==> src/dac_pkg.sv <==
`default_nettype none
package dac_pkg;
  // Register indices; the byte address of each register is four times its index.
  localparam logic [23:0] IDX_DATA_A = 24'h306058;
  localparam logic [23:0] IDX_STATUS_CONTROL = 24'h30605e;
  localparam logic [23:0] IDX_DATA_B = 24'h30605a;
  localparam logic [23:0] IDX_IRQ_STATUS = 24'h306060;
  localparam logic [23:0] IDX_IRQ_ENABLE = 24'h306061;
  localparam logic [23:0] IDX_IRQ_CLEAR = 24'h306062;
  localparam logic [31:0] ADDR_DATA_A = {6'h00, IDX_DATA_A, 2'h0};
  localparam logic [31:0] ADDR_STATUS_CONTROL = {6'h00, IDX_STATUS_CONTROL, 2'h0};
  localparam logic [31:0] ADDR_DATA_B = {6'h00, IDX_DATA_B, 2'h0};
  localparam logic [31:0] ADDR_IRQ_STATUS = {6'h00, IDX_IRQ_STATUS, 2'h0};
  localparam logic [31:0] ADDR_IRQ_ENABLE = {6'h00, IDX_IRQ_ENABLE, 2'h0};
  localparam logic [31:0] ADDR_IRQ_CLEAR = {6'h00, IDX_IRQ_CLEAR, 2'h0};

  // Control bit positions; the pin level sits in the most significant bit.
  localparam int PIN_BIT = 15;
  localparam int FREEZE_BIT = 13;
  localparam int EDGE_BIT = 11;
  localparam int FORCE_B_BIT = 9;
  localparam int BSL_LSB = 5;
  localparam int MODE_LSB = 0;

  localparam int IRQ_FLAG_BIT = 0;
  localparam int IRQ_MATCH_A_BIT = 1;

  localparam logic [3:0] MODE_DISABLED = 4'h0;
  localparam logic [3:0] MODE_WIDTH = 4'h1;
  localparam logic [3:0] MODE_PERIOD = 4'h2;
  localparam logic [3:0] MODE_CAPTURE = 4'h3;
  localparam logic [3:0] MODE_CMP_SECOND = 4'h4;
  localparam logic [3:0] MODE_CMP_BOTH = 4'h5;
  localparam logic [3:0] MODE_PWM_LOWEST = 4'hf;

  typedef enum logic [1:0] {DAC_BUS_IDLE, DAC_BUS_WRITE, DAC_BUS_READ} dac_bus_t;

  typedef struct packed {
    logic pinSync1;
    logic pinSync2;
    logic pinPrev;
    logic freeze;
    logic edgeFall;
    logic [1:0] counter_bus_select;
    logic [3:0] mode;
    logic [15:0] dataA;
    logic [15:0] dataB;
    logic widthArmed;
    logic eqAPrev;
    logic eqBPrev;
    logic outFf;
    logic [1:0] irqStatus;
    logic [1:0] irqEnable;
    logic irq;
    dac_bus_t phase;
    logic [31:0] addr;
    logic [31:0] hrdata;
    logic hreadyout;
    logic hresp;
  } dac_state_t;

  localparam dac_state_t STATE_RESET = '{hreadyout: 1'b1, phase: DAC_BUS_IDLE, default: '0};

  // Number of low counter-bus bits left out of a PWM compare.
  function automatic logic [3:0] dac_ignore_bits(input logic [3:0] mode);
    case (mode)
      4'h9: dac_ignore_bits = 4'h1;
      4'ha: dac_ignore_bits = 4'h2;
      4'hb: dac_ignore_bits = 4'h3;
      4'hc: dac_ignore_bits = 4'h4;
      4'hd: dac_ignore_bits = 4'h5;
      4'he: dac_ignore_bits = 4'h7;
      4'hf: dac_ignore_bits = 4'h9;
      default: dac_ignore_bits = 4'h0;
    endcase
  endfunction
endpackage
`default_nettype wire

==> src/dac_channel.sv <==
// Added by the designer: the AHB-Lite register port.
`timescale 1ns/10ps
`default_nettype none
module dac_channel
  import dac_pkg::*;
(
  input wire logic clock,
  input wire logic sys_rst,
  input wire logic hsel,
  input wire logic [31:0] haddr,
  input wire logic [1:0] htrans,
  input wire logic hwrite,
  input wire logic [2:0] hsize,
  input wire logic [31:0] hwdata,
  input wire logic hready,
  output logic [31:0] hrdata,
  output logic hreadyout,
  output logic hresp,
  input wire logic channelPin,
  input wire logic [3:0][15:0] counterBuses,
  input wire logic debugHalt,
  output logic channelOut,
  output logic irq
);
  import dac_pkg::*;

  dac_state_t s_q;
  dac_state_t s_d;

  logic [15:0] busSel;
  logic pinRise;
  logic pinFall;
  logic selEdge;
  logic otherEdge;
  logic active;
  logic [15:0] cmpMask;
  logic eqA;
  logic eqB;
  logic matchA;
  logic matchB;
  logic outMode;
  logic accept;

  assign busSel = counterBuses[s_q.counter_bus_select];
  // The edge detector reads only the second synchroniser stage.
  assign pinRise = s_q.pinSync2 & ~s_q.pinPrev;
  assign pinFall = ~s_q.pinSync2 & s_q.pinPrev;
  assign selEdge = s_q.edgeFall ? pinFall : pinRise;
  assign otherEdge = s_q.edgeFall ? pinRise : pinFall;
  assign active = ~(s_q.freeze & debugHalt);
  assign cmpMask = 16'hffff << dac_ignore_bits(s_q.mode);
  assign eqA = ((busSel ^ s_q.dataA) & cmpMask) == 16'h0000;
  assign eqB = ((busSel ^ s_q.dataB) & cmpMask) == 16'h0000;
  // Matches fire once on arrival, so a stopped counter does not keep flagging.
  assign matchA = eqA & ~s_q.eqAPrev;
  assign matchB = eqB & ~s_q.eqBPrev;
  assign outMode = s_q.mode[3] | (s_q.mode == MODE_CMP_SECOND) | (s_q.mode == MODE_CMP_BOTH);
  assign accept = hsel & htrans[1] & hready;

  always_comb begin
    logic [1:0] setBits;
    logic [1:0] clrBits;
    logic [15:0] csrRead;
    logic [31:0] readWord;
    setBits = 2'h0;
    clrBits = 2'h0;
    csrRead = 16'h0000;
    readWord = 32'h0000_0000;
    s_d = s_q;
    s_d.pinSync1 = channelPin;
    s_d.pinSync2 = s_q.pinSync1;
    s_d.pinPrev = s_q.pinSync2;
    s_d.eqAPrev = eqA;
    s_d.eqBPrev = eqB;
    s_d.hresp = 1'b0;

    if (active) begin
      case (s_q.mode)
        MODE_DISABLED: begin
          s_d.widthArmed = 1'b0;
        end
        MODE_WIDTH: begin
          // Leading edge goes to B, trailing edge to A, so A minus B is the width.
          if (selEdge) begin
            s_d.dataB = busSel;
            s_d.widthArmed = 1'b1;
          end else if (otherEdge && s_q.widthArmed) begin
            s_d.dataA = busSel;
            s_d.widthArmed = 1'b0;
            setBits[IRQ_FLAG_BIT] = 1'b1;
          end
        end
        MODE_PERIOD: begin
          if (selEdge) begin
            s_d.dataB = s_q.dataA;
            s_d.dataA = busSel;
            setBits[IRQ_FLAG_BIT] = 1'b1;
          end
        end
        MODE_CAPTURE: begin
          if (selEdge) begin
            s_d.dataA = busSel;
            setBits[IRQ_FLAG_BIT] = 1'b1;
          end
        end
        MODE_CMP_SECOND, MODE_CMP_BOTH: begin
          if (matchA) begin
            s_d.outFf = 1'b1;
            setBits[IRQ_MATCH_A_BIT] = (s_q.mode == MODE_CMP_BOTH);
          end
          if (matchB) begin
            s_d.outFf = 1'b0;
            setBits[IRQ_FLAG_BIT] = 1'b1;
          end
        end
        default: begin
          // Codes 0110 and 0111 are reserved and do nothing.
          if (s_q.mode[3]) begin
            if (matchA) begin
              s_d.outFf = 1'b1;
            end
            if (matchB) begin
              s_d.outFf = 1'b0;
              setBits[IRQ_FLAG_BIT] = 1'b1;
            end
          end
        end
      endcase
    end

    csrRead[PIN_BIT] = s_q.pinSync2;
    csrRead[FREEZE_BIT] = s_q.freeze;
    csrRead[EDGE_BIT] = s_q.edgeFall;
    csrRead[BSL_LSB +: 2] = s_q.counter_bus_select;
    csrRead[MODE_LSB +: 4] = s_q.mode;
    case (s_q.addr)
      ADDR_DATA_A: readWord = {s_q.dataA, s_q.dataB};
      ADDR_DATA_B: readWord = {16'h0000, s_q.dataB};
      ADDR_STATUS_CONTROL: readWord = {16'h0000, csrRead};
      ADDR_IRQ_STATUS: readWord = {30'h0, s_q.irqStatus};
      ADDR_IRQ_ENABLE: readWord = {30'h0, s_q.irqEnable};
      default: readWord = 32'h0000_0000;
    endcase

    case (s_q.phase)
      DAC_BUS_IDLE: begin
        s_d.hreadyout = 1'b1;
      end
      DAC_BUS_WRITE: begin
        s_d.phase = DAC_BUS_IDLE;
        // Software data writes land after captures, so the write wins that cycle.
        case (s_q.addr)
          ADDR_DATA_A: s_d.dataA = hwdata[15:0];
          ADDR_DATA_B: s_d.dataB = hwdata[15:0];
          ADDR_STATUS_CONTROL: begin
            s_d.freeze = hwdata[FREEZE_BIT];
            s_d.edgeFall = hwdata[EDGE_BIT];
            s_d.counter_bus_select = hwdata[BSL_LSB +: 2];
            s_d.mode = hwdata[MODE_LSB +: 4];
            if (hwdata[FORCE_B_BIT] && outMode) begin
              s_d.outFf = 1'b0;
            end
          end
          ADDR_IRQ_ENABLE: s_d.irqEnable = hwdata[1:0];
          ADDR_IRQ_CLEAR: clrBits = hwdata[1:0];
          default: begin
          end
        endcase
      end
      DAC_BUS_READ: begin
        s_d.phase = DAC_BUS_IDLE;
        s_d.hrdata = readWord;
        s_d.hreadyout = 1'b1;
      end
      default: begin
        s_d.phase = DAC_BUS_IDLE;
        s_d.hreadyout = 1'b1;
      end
    endcase

    // Reads take one wait state so they see a write that just completed.
    if (accept) begin
      s_d.addr = haddr;
      s_d.phase = hwrite ? DAC_BUS_WRITE : DAC_BUS_READ;
      s_d.hreadyout = hwrite;
    end

    // A flag raised in the cycle it is cleared survives.
    s_d.irqStatus = (s_q.irqStatus & ~clrBits) | setBits;
    s_d.irq = |(s_d.irqStatus & s_d.irqEnable);
  end

  always_ff @(posedge clock) begin
    if (sys_rst) begin
      s_q <= STATE_RESET;
    end else begin
      s_q <= s_d;
    end
  end

  assign hrdata = s_q.hrdata;
  assign hreadyout = s_q.hreadyout;
  assign hresp = s_q.hresp;
  assign channelOut = s_q.outFf;
  assign irq = s_q.irq;

  logic noWrite;
  assign noWrite = (s_q.phase != DAC_BUS_WRITE);
endmodule
`default_nettype wire

==> config.mk <==
export PLATFORM = sky130hd
export DESIGN_NAME = dac_channel
export DESIGN_NICKNAME = d
export VERILOG_FILES = /design/src/dac_pkg.sv /design/src/dac_channel.sv
export SDC_FILE = /design/constraint.sdc
export NUM_CORES = 1
export LEC_CHECK = 0
export BUFFER_PORTS_ARGS = -buffer_cell sky130_fd_sc_hd__buf_2
export CAP_MARGIN = 20
export CORE_UTILIZATION = 53
export CTS_BUF_LIST = sky130_fd_sc_hd__clkbuf_2 sky130_fd_sc_hd__clkbuf_4 sky130_fd_sc_hd__clkbuf_8
export DETAILED_ROUTE_END_ITERATION = 10
export HOLD_SLACK_MARGIN = 0.08
export PLACE_DENSITY = 0.82
export SETUP_SLACK_MARGIN = 0.1
export SLEW_MARGIN = 15
export SYNTH_ARGS = -nofsm -noshare
export SYNTH_HDL_FRONTEND = slang
export SYNTH_SLANG_ARGS = --single-unit
==> constraint.sdc <==
create_clock -name clock -period 3.1 [get_ports clock]
set_clock_uncertainty 0.1 [all_clocks]
set_input_delay 0.31 -clock clock [delete_from_list [all_inputs] [get_ports clock]]
set_output_delay 0.31 -clock clock [all_outputs]
set_load 0.005 [all_outputs]
==> results of run 1 <==
-- power by group through the flow --
stage          registers [W]  clock network [W]  logic [W]
2_1_floorplan        0.00159                  0   0.000107
3_3_place_gp         0.00159                  0   0.000205
3_5_place_dp         0.00159                  0   0.000211
4_1_cts              0.00156            0.00128   0.000251
5_1_grt              0.00156            0.00134   0.000275
6_report             0.00156            0.00128   0.000257
-- cell usage in the layout (no fill, tap or decap), drive strengths merged, types with 3 or more instances in the layout --
| master | count |
|---|---|
| xnor2 | 21 |
| nand2 | 43 |
| mux4 | 16 |
| nand4 | 4 |
| a21oi | 21 |
| nor4 | 12 |
| nand3 | 23 |
| xor2 | 12 |
| o21ai | 20 |
| nor3 | 12 |
| dlygate4sd3 | 41 |
| clkinvlp | 3 |
| a211oi | 34 |
| nor3b | 3 |
| nor2 | 73 |
| mux2i | 17 |
| inv | 3 |
| nor2b | 8 |
| a22oi | 48 |
| dfxtp | 119 |
| buf | 173 |
| a221oi | 8 |
| clkbuf | 21 |
| clkinv | 6 |
| a22o | 32 |
-- state kept, by name (all words and copies together), names as in the netlist --
signal      cells
s_q            82
hrdata         32
s_d             2
channelOut      1
hreadyout       1
irq             1
-- worst max-delay path, stage by stage, from the launching register on --
cell and delay (ps):
dfxtp_1 330, buf_4 240, mux4_1 740, xnor2_1 190
nand4_1 130, nor4_2 210, nand4_1 260, nor4_1 310
o221a_1 230
-- per-stage QoR --
step                      util [%]  cell area [sq um]  cells  total power [W]  setup WS, ps
after floorplan                  -               6000    641          0.00170           751
after global placement        60.8               6650    876          0.00180           416
after detailed placement      60.8               6650    876          0.00181           340
after CTS                     67.7               7410    948          0.00309           325
after global routing          67.7               7410    948          0.00318           116
final                         67.7               7410    948          0.00309           299
-- cell type report --
cell class,count,area share [%]
Clock buffer,21,3.56
Tap cell,140,2.36
Sequential cell,119,32.2
Multi-Input combinational cell,441,42.8
Clock inverter,10,1.11
Inverter,3,0.152
Timing Repair Buffer,214,17.9
-- cells by family (layout without fill, tap and decap cells) --
| group | count (synthesis) | in the layout | share of synthesized area [%] |
|---|---|---|---|
| AO/OA/AOI/OAI | 180 | 180 | 22.0 |
| XOR/XNOR | 33 | 33 | 4.82 |
| buffers and inverters | 81 | 248 | 7.65 |
| flip-flops | 119 | 119 | 39.7 |
| multiplexers | 35 | 35 | 9.97 |
| other | 1 | 1 | 0.0625 |
| AND/OR/NAND/NOR | 192 | 192 | 15.7 |
-- metal layers --
| layer | vias up | GRT usage [%] |
|---|---|---|
| li1 | 2685 | - |
| met1 | 2771 | 39.8 |
| met2 | 310 | 49.3 |
| met3 | 40 | 5.30 |
| met4 | 0 | 10.7 |
| met5 | - | 0 |
-- final timing paths --
path	start	to	slack (ps)	cells past startpoint
setup / recovery	s_q[113]	channelOut	300	8
hold / removal	hwdata[4]	s_q[81]	90	3
setup reg to reg	s_q[113]	channelOut	300	8
hold reg to reg	hrdata[4]	hrdata[4]	360	2
==> flow_metrics.py, run 1 <==
metrics = {
    "route": {
        "drt_iter0_drc": 456,
        "route.detailed.wl_per_inst_um": 18.4,
        "ant_nets": 0,
        "drc": 0,
        "dr_wl_met3_um": 1550,
        "vias_per_cell": 6.12,
        "wl_met1_um": 7190,
        "firstDrtPassIters": 5,
        "top_layer_used": "met4",
        "wl_um": 17400,
        "wl_met2_um": 8280,
        "vias": 5806,
    },
    "setup_path": {
        "worst-setup-path-type": "reg2reg",
        "startpoint_type": "flop",
        "arrival_ps": 3070,
        "cp-end-kind": "flop",
        "crit_path_max_fanout": 14,
        "critical_path_required_ps": 3360,
    },
    "synthesis": {
        "ys_warn_count": 0,
        "synth-edff-count": 0,
        "synth_fp_nets": 781,
        "yosys-top-cells-area": "dfxtp_1, a22oi_1, mux4_1, a22o_1, nor2_1",
        "synthDistinctLibCells": 56,
        "synth_top_flop_cell": "dfxtp_1",
        "ys_ff_latch": 119,
        "synth_area_leader_cell": "dfxtp_1",
        "async_reset_ff_share_pct": 0,
        "synthCells": 641,
        "yosys-top-cells-count": "dfxtp_1, nor2_1, a22oi_1",
        "synth_area_per_cell_sq_um": 9.36,
        "yosysMostFrequentCell": "dfxtp_1",
        "syn_area_sq_um": 6000,
        "synth.top_cell.area_share_pct": 39.7,
        "seq_area_frac_synth_pct": 39.7,
    },
    "clock_tree": {
        "hold_buffers": 41,
        "clkSinkCount": 119,
        "postCtsResizedCells": 0,
        "max-clock-path-buffers": 2,
        "clkTransAtPathRegs_ps": 70,
        "cts_root_buf": "clkbuf_8",
        "cts_htree_levels": 4,
        "cts_tree": "yes",
        "clk_latency_ps": 420,
        "cts_setup_buffers": 0,
        "cts_made_buffers": 17,
    },
    "cells_and_area": {
        "multi_input_area_sq_um": 3170,
        "drive_gt1_share_pct": 27.5,
        "syn_to_final_growth_pct": 23.5,
        "diodes": 0,
        "fin_nets": 936,
        "fillers": 881,
        "seqCellArea_sq_um": 2380,
    },
    "timing": {
        "period_minus_slack_ps": 2800,
        "worstMarginPinSlew_ps": 886,
        "setup_violations": 0,
        "rsz0062_at_grt": "false",
        "maxSlewHeadroom_pct": 41.0,
        "post-route-period-util_pct": 90.4,
        "tns_ps": 0,
        "fmax_mhz": 357,
        "drv_slew": 0,
        "whs_ps": 90.7,
        "hold_viol": 0,
    },
    "power": {
        "p_sw_w": 0.000750,
        "clockPowerShare_pct": 41.2,
        "switching_share_pct": 24.3,
        "pwr-share-comb_pct": 8.3,
        "p_int_w": 0.00234,
        "power_density_nw_per_um2": 417,
        "seqPwrFrac_pct": 50.5,
        "vdd_ir_drop_max_mv": 0.272,
        "leakage_nw": 2.87,
    },
    "global_routing": {
        "grt_pass1_vias": 5385,
        "antenna_found_initial": 0,
        "track_usage_pct": 30.1,
        "grt_max_degree": 64,
        "grt_pass1_wl_um": 26900,
        "gr-total-overflow": 0,
    },
    "run": {
        "maxCapViolCount": 0,
    },
    "floorplanning": {
        "die_height_um": 108,
        "start_util_pct": 54.9,
        "core_area_sq_um": 10900,
        "rows": 38,
        "die_w_um": 108,
        "io_pins": 176,
        "dieArea_sq_um": 11700,
    },
    "placement": {
        "hpwl_um": 11600,
        "io_buffers": 154,
        "gp_congestion": 0.924,
    },
    "run_status": {
        "status": "finished, final reports clean",
    },
    "worst_hold_path": {
        "min_path_type": "in2reg",
    },
}
Power figures use the tool's default switching activity.
==> run 2, diff against run 1 <==
--- a/config.mk
+++ b/config.mk
@@ -7,11 +7,11 @@
 export LEC_CHECK = 0
 export BUFFER_PORTS_ARGS = -buffer_cell sky130_fd_sc_hd__buf_2
 export CAP_MARGIN = 20
-export CORE_UTILIZATION = 53
+export CORE_UTILIZATION = 49
 export CTS_BUF_LIST = sky130_fd_sc_hd__clkbuf_2 sky130_fd_sc_hd__clkbuf_4 sky130_fd_sc_hd__clkbuf_8
 export DETAILED_ROUTE_END_ITERATION = 10
 export HOLD_SLACK_MARGIN = 0.08
-export PLACE_DENSITY = 0.82
+export PLACE_DENSITY = 0.78
 export SETUP_SLACK_MARGIN = 0.1
 export SLEW_MARGIN = 15
 export SYNTH_ARGS = -nofsm -noshare
==> constraint.sdc (replaced) <==
create_clock -name clock -period 2.5 [get_ports clock]
set_clock_uncertainty 0.1 [all_clocks]
set_input_delay 0.25 -clock clock [delete_from_list [all_inputs] [get_ports clock]]
set_output_delay 0.25 -clock clock [all_outputs]
set_load 0.005 [all_outputs]
==> run 2 against run 1 <==
The flow now finishes with violations (setup timing). Flip-flop and latch count did not move. Worst hold slack better by 82 ps. Via count grew 1.4%. Clock-buffer cell count shrank 1. Sequential power up 24%. Final area increased by 8.0%. Global-route usage fell by 0.67 points. Die area increased by 8.0%. Routed wire length up 4.4%. Critical path depth rose by 2. Highest routed layer unchanged.
==> flow_metrics.py, run 2 (synthesis results as in run 1) <==
metrics = {
    "setup_path": {
        "worst-setup-path-type": "reg2reg",
        "crit_path_max_fanout": 5,
        "startpoint_type": "flop",
        "cp-end-kind": "flop",
        "arrival_ps": 2830,
        "critical_path_required_ps": 2760,
    },
    "floorplanning": {
        "start_util_pct": 50.2,
        "dieArea_sq_um": 12700,
        "rows": 40,
        "core_area_sq_um": 12000,
        "die_w_um": 113,
        "io_pins": 176,
        "die_height_um": 113,
    },
    "route": {
        "ant_nets": 0,
        "wl_um": 18200,
        "vias": 5885,
        "drc": 0,
        "drt_iter0_drc": 566,
        "route.detailed.wl_per_inst_um": 18.2,
        "firstDrtPassIters": 5,
        "vias_per_cell": 5.90,
    },
    "cells_and_area": {
        "top_register": "s_q",
        "layout_commonest_cell": "buf_2",
        "instances_no_fill": 997,
        "syn_to_final_growth_pct": 33.4,
        "diodes": 0,
        "fillers": 920,
        "largest_register_ffs": 82,
        "drive_gt1_share_pct": 33.8,
        "final_cell_mix": "buf_2, dfxtp_1, nor2_1",
        "fin_nets": 977,
    },
    "timing": {
        "setup_violations": 3,
        "drv_slew": 0,
        "setup_ws_ps": -68.1,
        "post-route-period-util_pct": 103,
        "worstMarginPinSlew_ps": 534,
        "rsz0062_at_grt": "true",
        "period_minus_slack_ps": 2570,
        "maxSlewHeadroom_pct": 64.4,
        "hold_viol": 0,
        "fmax_mhz": 389,
    },
    "clock_tree": {
        "cts_root_buf": "clkbuf_8",
        "clkSinkCount": 119,
        "clk_latency_ps": 430,
        "max-clock-path-buffers": 2,
        "cts_made_buffers": 17,
        "cts_tree": "yes",
        "cts_htree_levels": 4,
        "clkTransAtPathRegs_ps": 80,
    },
    "run": {
        "maxCapViolCount": 0,
    },
    "power": {
        "finalPower_w": 0.00424,
        "power_density_nw_per_um2": 530,
        "vdd_ir_drop_max_mv": 0.344,
        "leakage_nw": 3.14,
    },
    "placement": {
        "placed_cells": 909,
        "io_buffers": 154,
        "hpwl_um": 12000,
        "gp_congestion": 0.957,
    },
    "run_status": {
        "status": "finished, violations left",
        "failed_checks": "setup timing",
    },
    "global_routing": {
        "antenna_found_initial": 0,
        "gr-total-overflow": 0,
        "track_usage_pct": 29.4,
        "grt_pass1_wl_um": 29500,
        "grt_max_degree": 49,
        "grt_pass1_vias": 5890,
    },
    "worst_hold_path": {
        "min_path_type": "in2reg",
    },
}
-- run 2: worst paths after layout --
check,start,to,slack (ps),cells after the start
hold reg to reg,hrdata[12],hrdata[12],350,2
setup reg to reg,s_q[113],s_q[72],-70,10
setup / recovery,s_q[113],s_q[72],-70,10
hold / removal,sys_rst,s_q[40],170,3
-- run 2: stage by stage --
| step | util (%) | setup TNS (ps) | setup WS, ps | hold slack, ps | cell area (sq um) |
|---|---|---|---|---|---|
| 2_1_floorplan | - | 0 | 151 | 234 | 6000 |
| 3_3_place_gp | 57.5 | -180 | -58.5 | 337 | 6880 |
| 3_5_place_dp | 57.5 | -851 | -285 | 343 | 6880 |
| 4_1_cts | 66.3 | -325 | -120 | 122 | 7930 |
| 5_1_grt | 66.9 | -489 | -147 | 154 | 8000 |
| 6_report | 66.9 | -180 | -68.1 | 172 | 8000 |
-- run 2: power breakdown --
| group | leakage (nW) | internal (W) | total, W | switching (W) |
|---|---|---|---|---|
| combinational | 1.96 | 0.000210 | 0.000370 | 0.000160 |
| clock | 0.216 | 0.00113 | 0.00194 | 0.000803 |
| sequential | 0.963 | 0.00192 | 0.00193 | 0.0000174 |
| total | 3.14 | 0.00326 | 0.00424 | 0.000980 |
-- run 2: worst max-delay path, stage by stage, from the launching register on --
cell      delay (ps)
dfxtp_4          380
buf_4            130
buf_16           110
mux4_2           560
xnor2_2          190
a21oi_2           90
a221oi_2         200
nand4_1          130
buf_4            180
o41ai_2          260
nor2b_1          180
-- run 2: area by class of cell --
cell class              count  area [sq um]  area share (%)
clock inverters            12           175            2.19
multi-input cells         441          3270            40.9
well taps                 147           184            2.30
clock buffers              20           263            3.28
flip-flops and latches    119          2390            29.8
inverters                   3          11.3           0.141
repair buffers            255          1710            21.4
-- run 2: per-layer routing --
layer | GRT usage [%] | wire (um) | up-vias
li1 | - | - | 2754
met1 | 38.4 | 7590 | 2793
met2 | 47.4 | 8690 | 305
met3 | 6.59 | 1590 | 33
met4 | 11.6 | 303 | 0
met5 | 0 | 0 | -
-- run 2: timing repair --
action	in CTS	in global routing
setup buffers	2	2
resized for setup	30	12
hold endpoints to repair	76	0
pin swaps	12	5
hold buffers	51	0
cloned	1	0
endpoints found under the setup margin	4	63
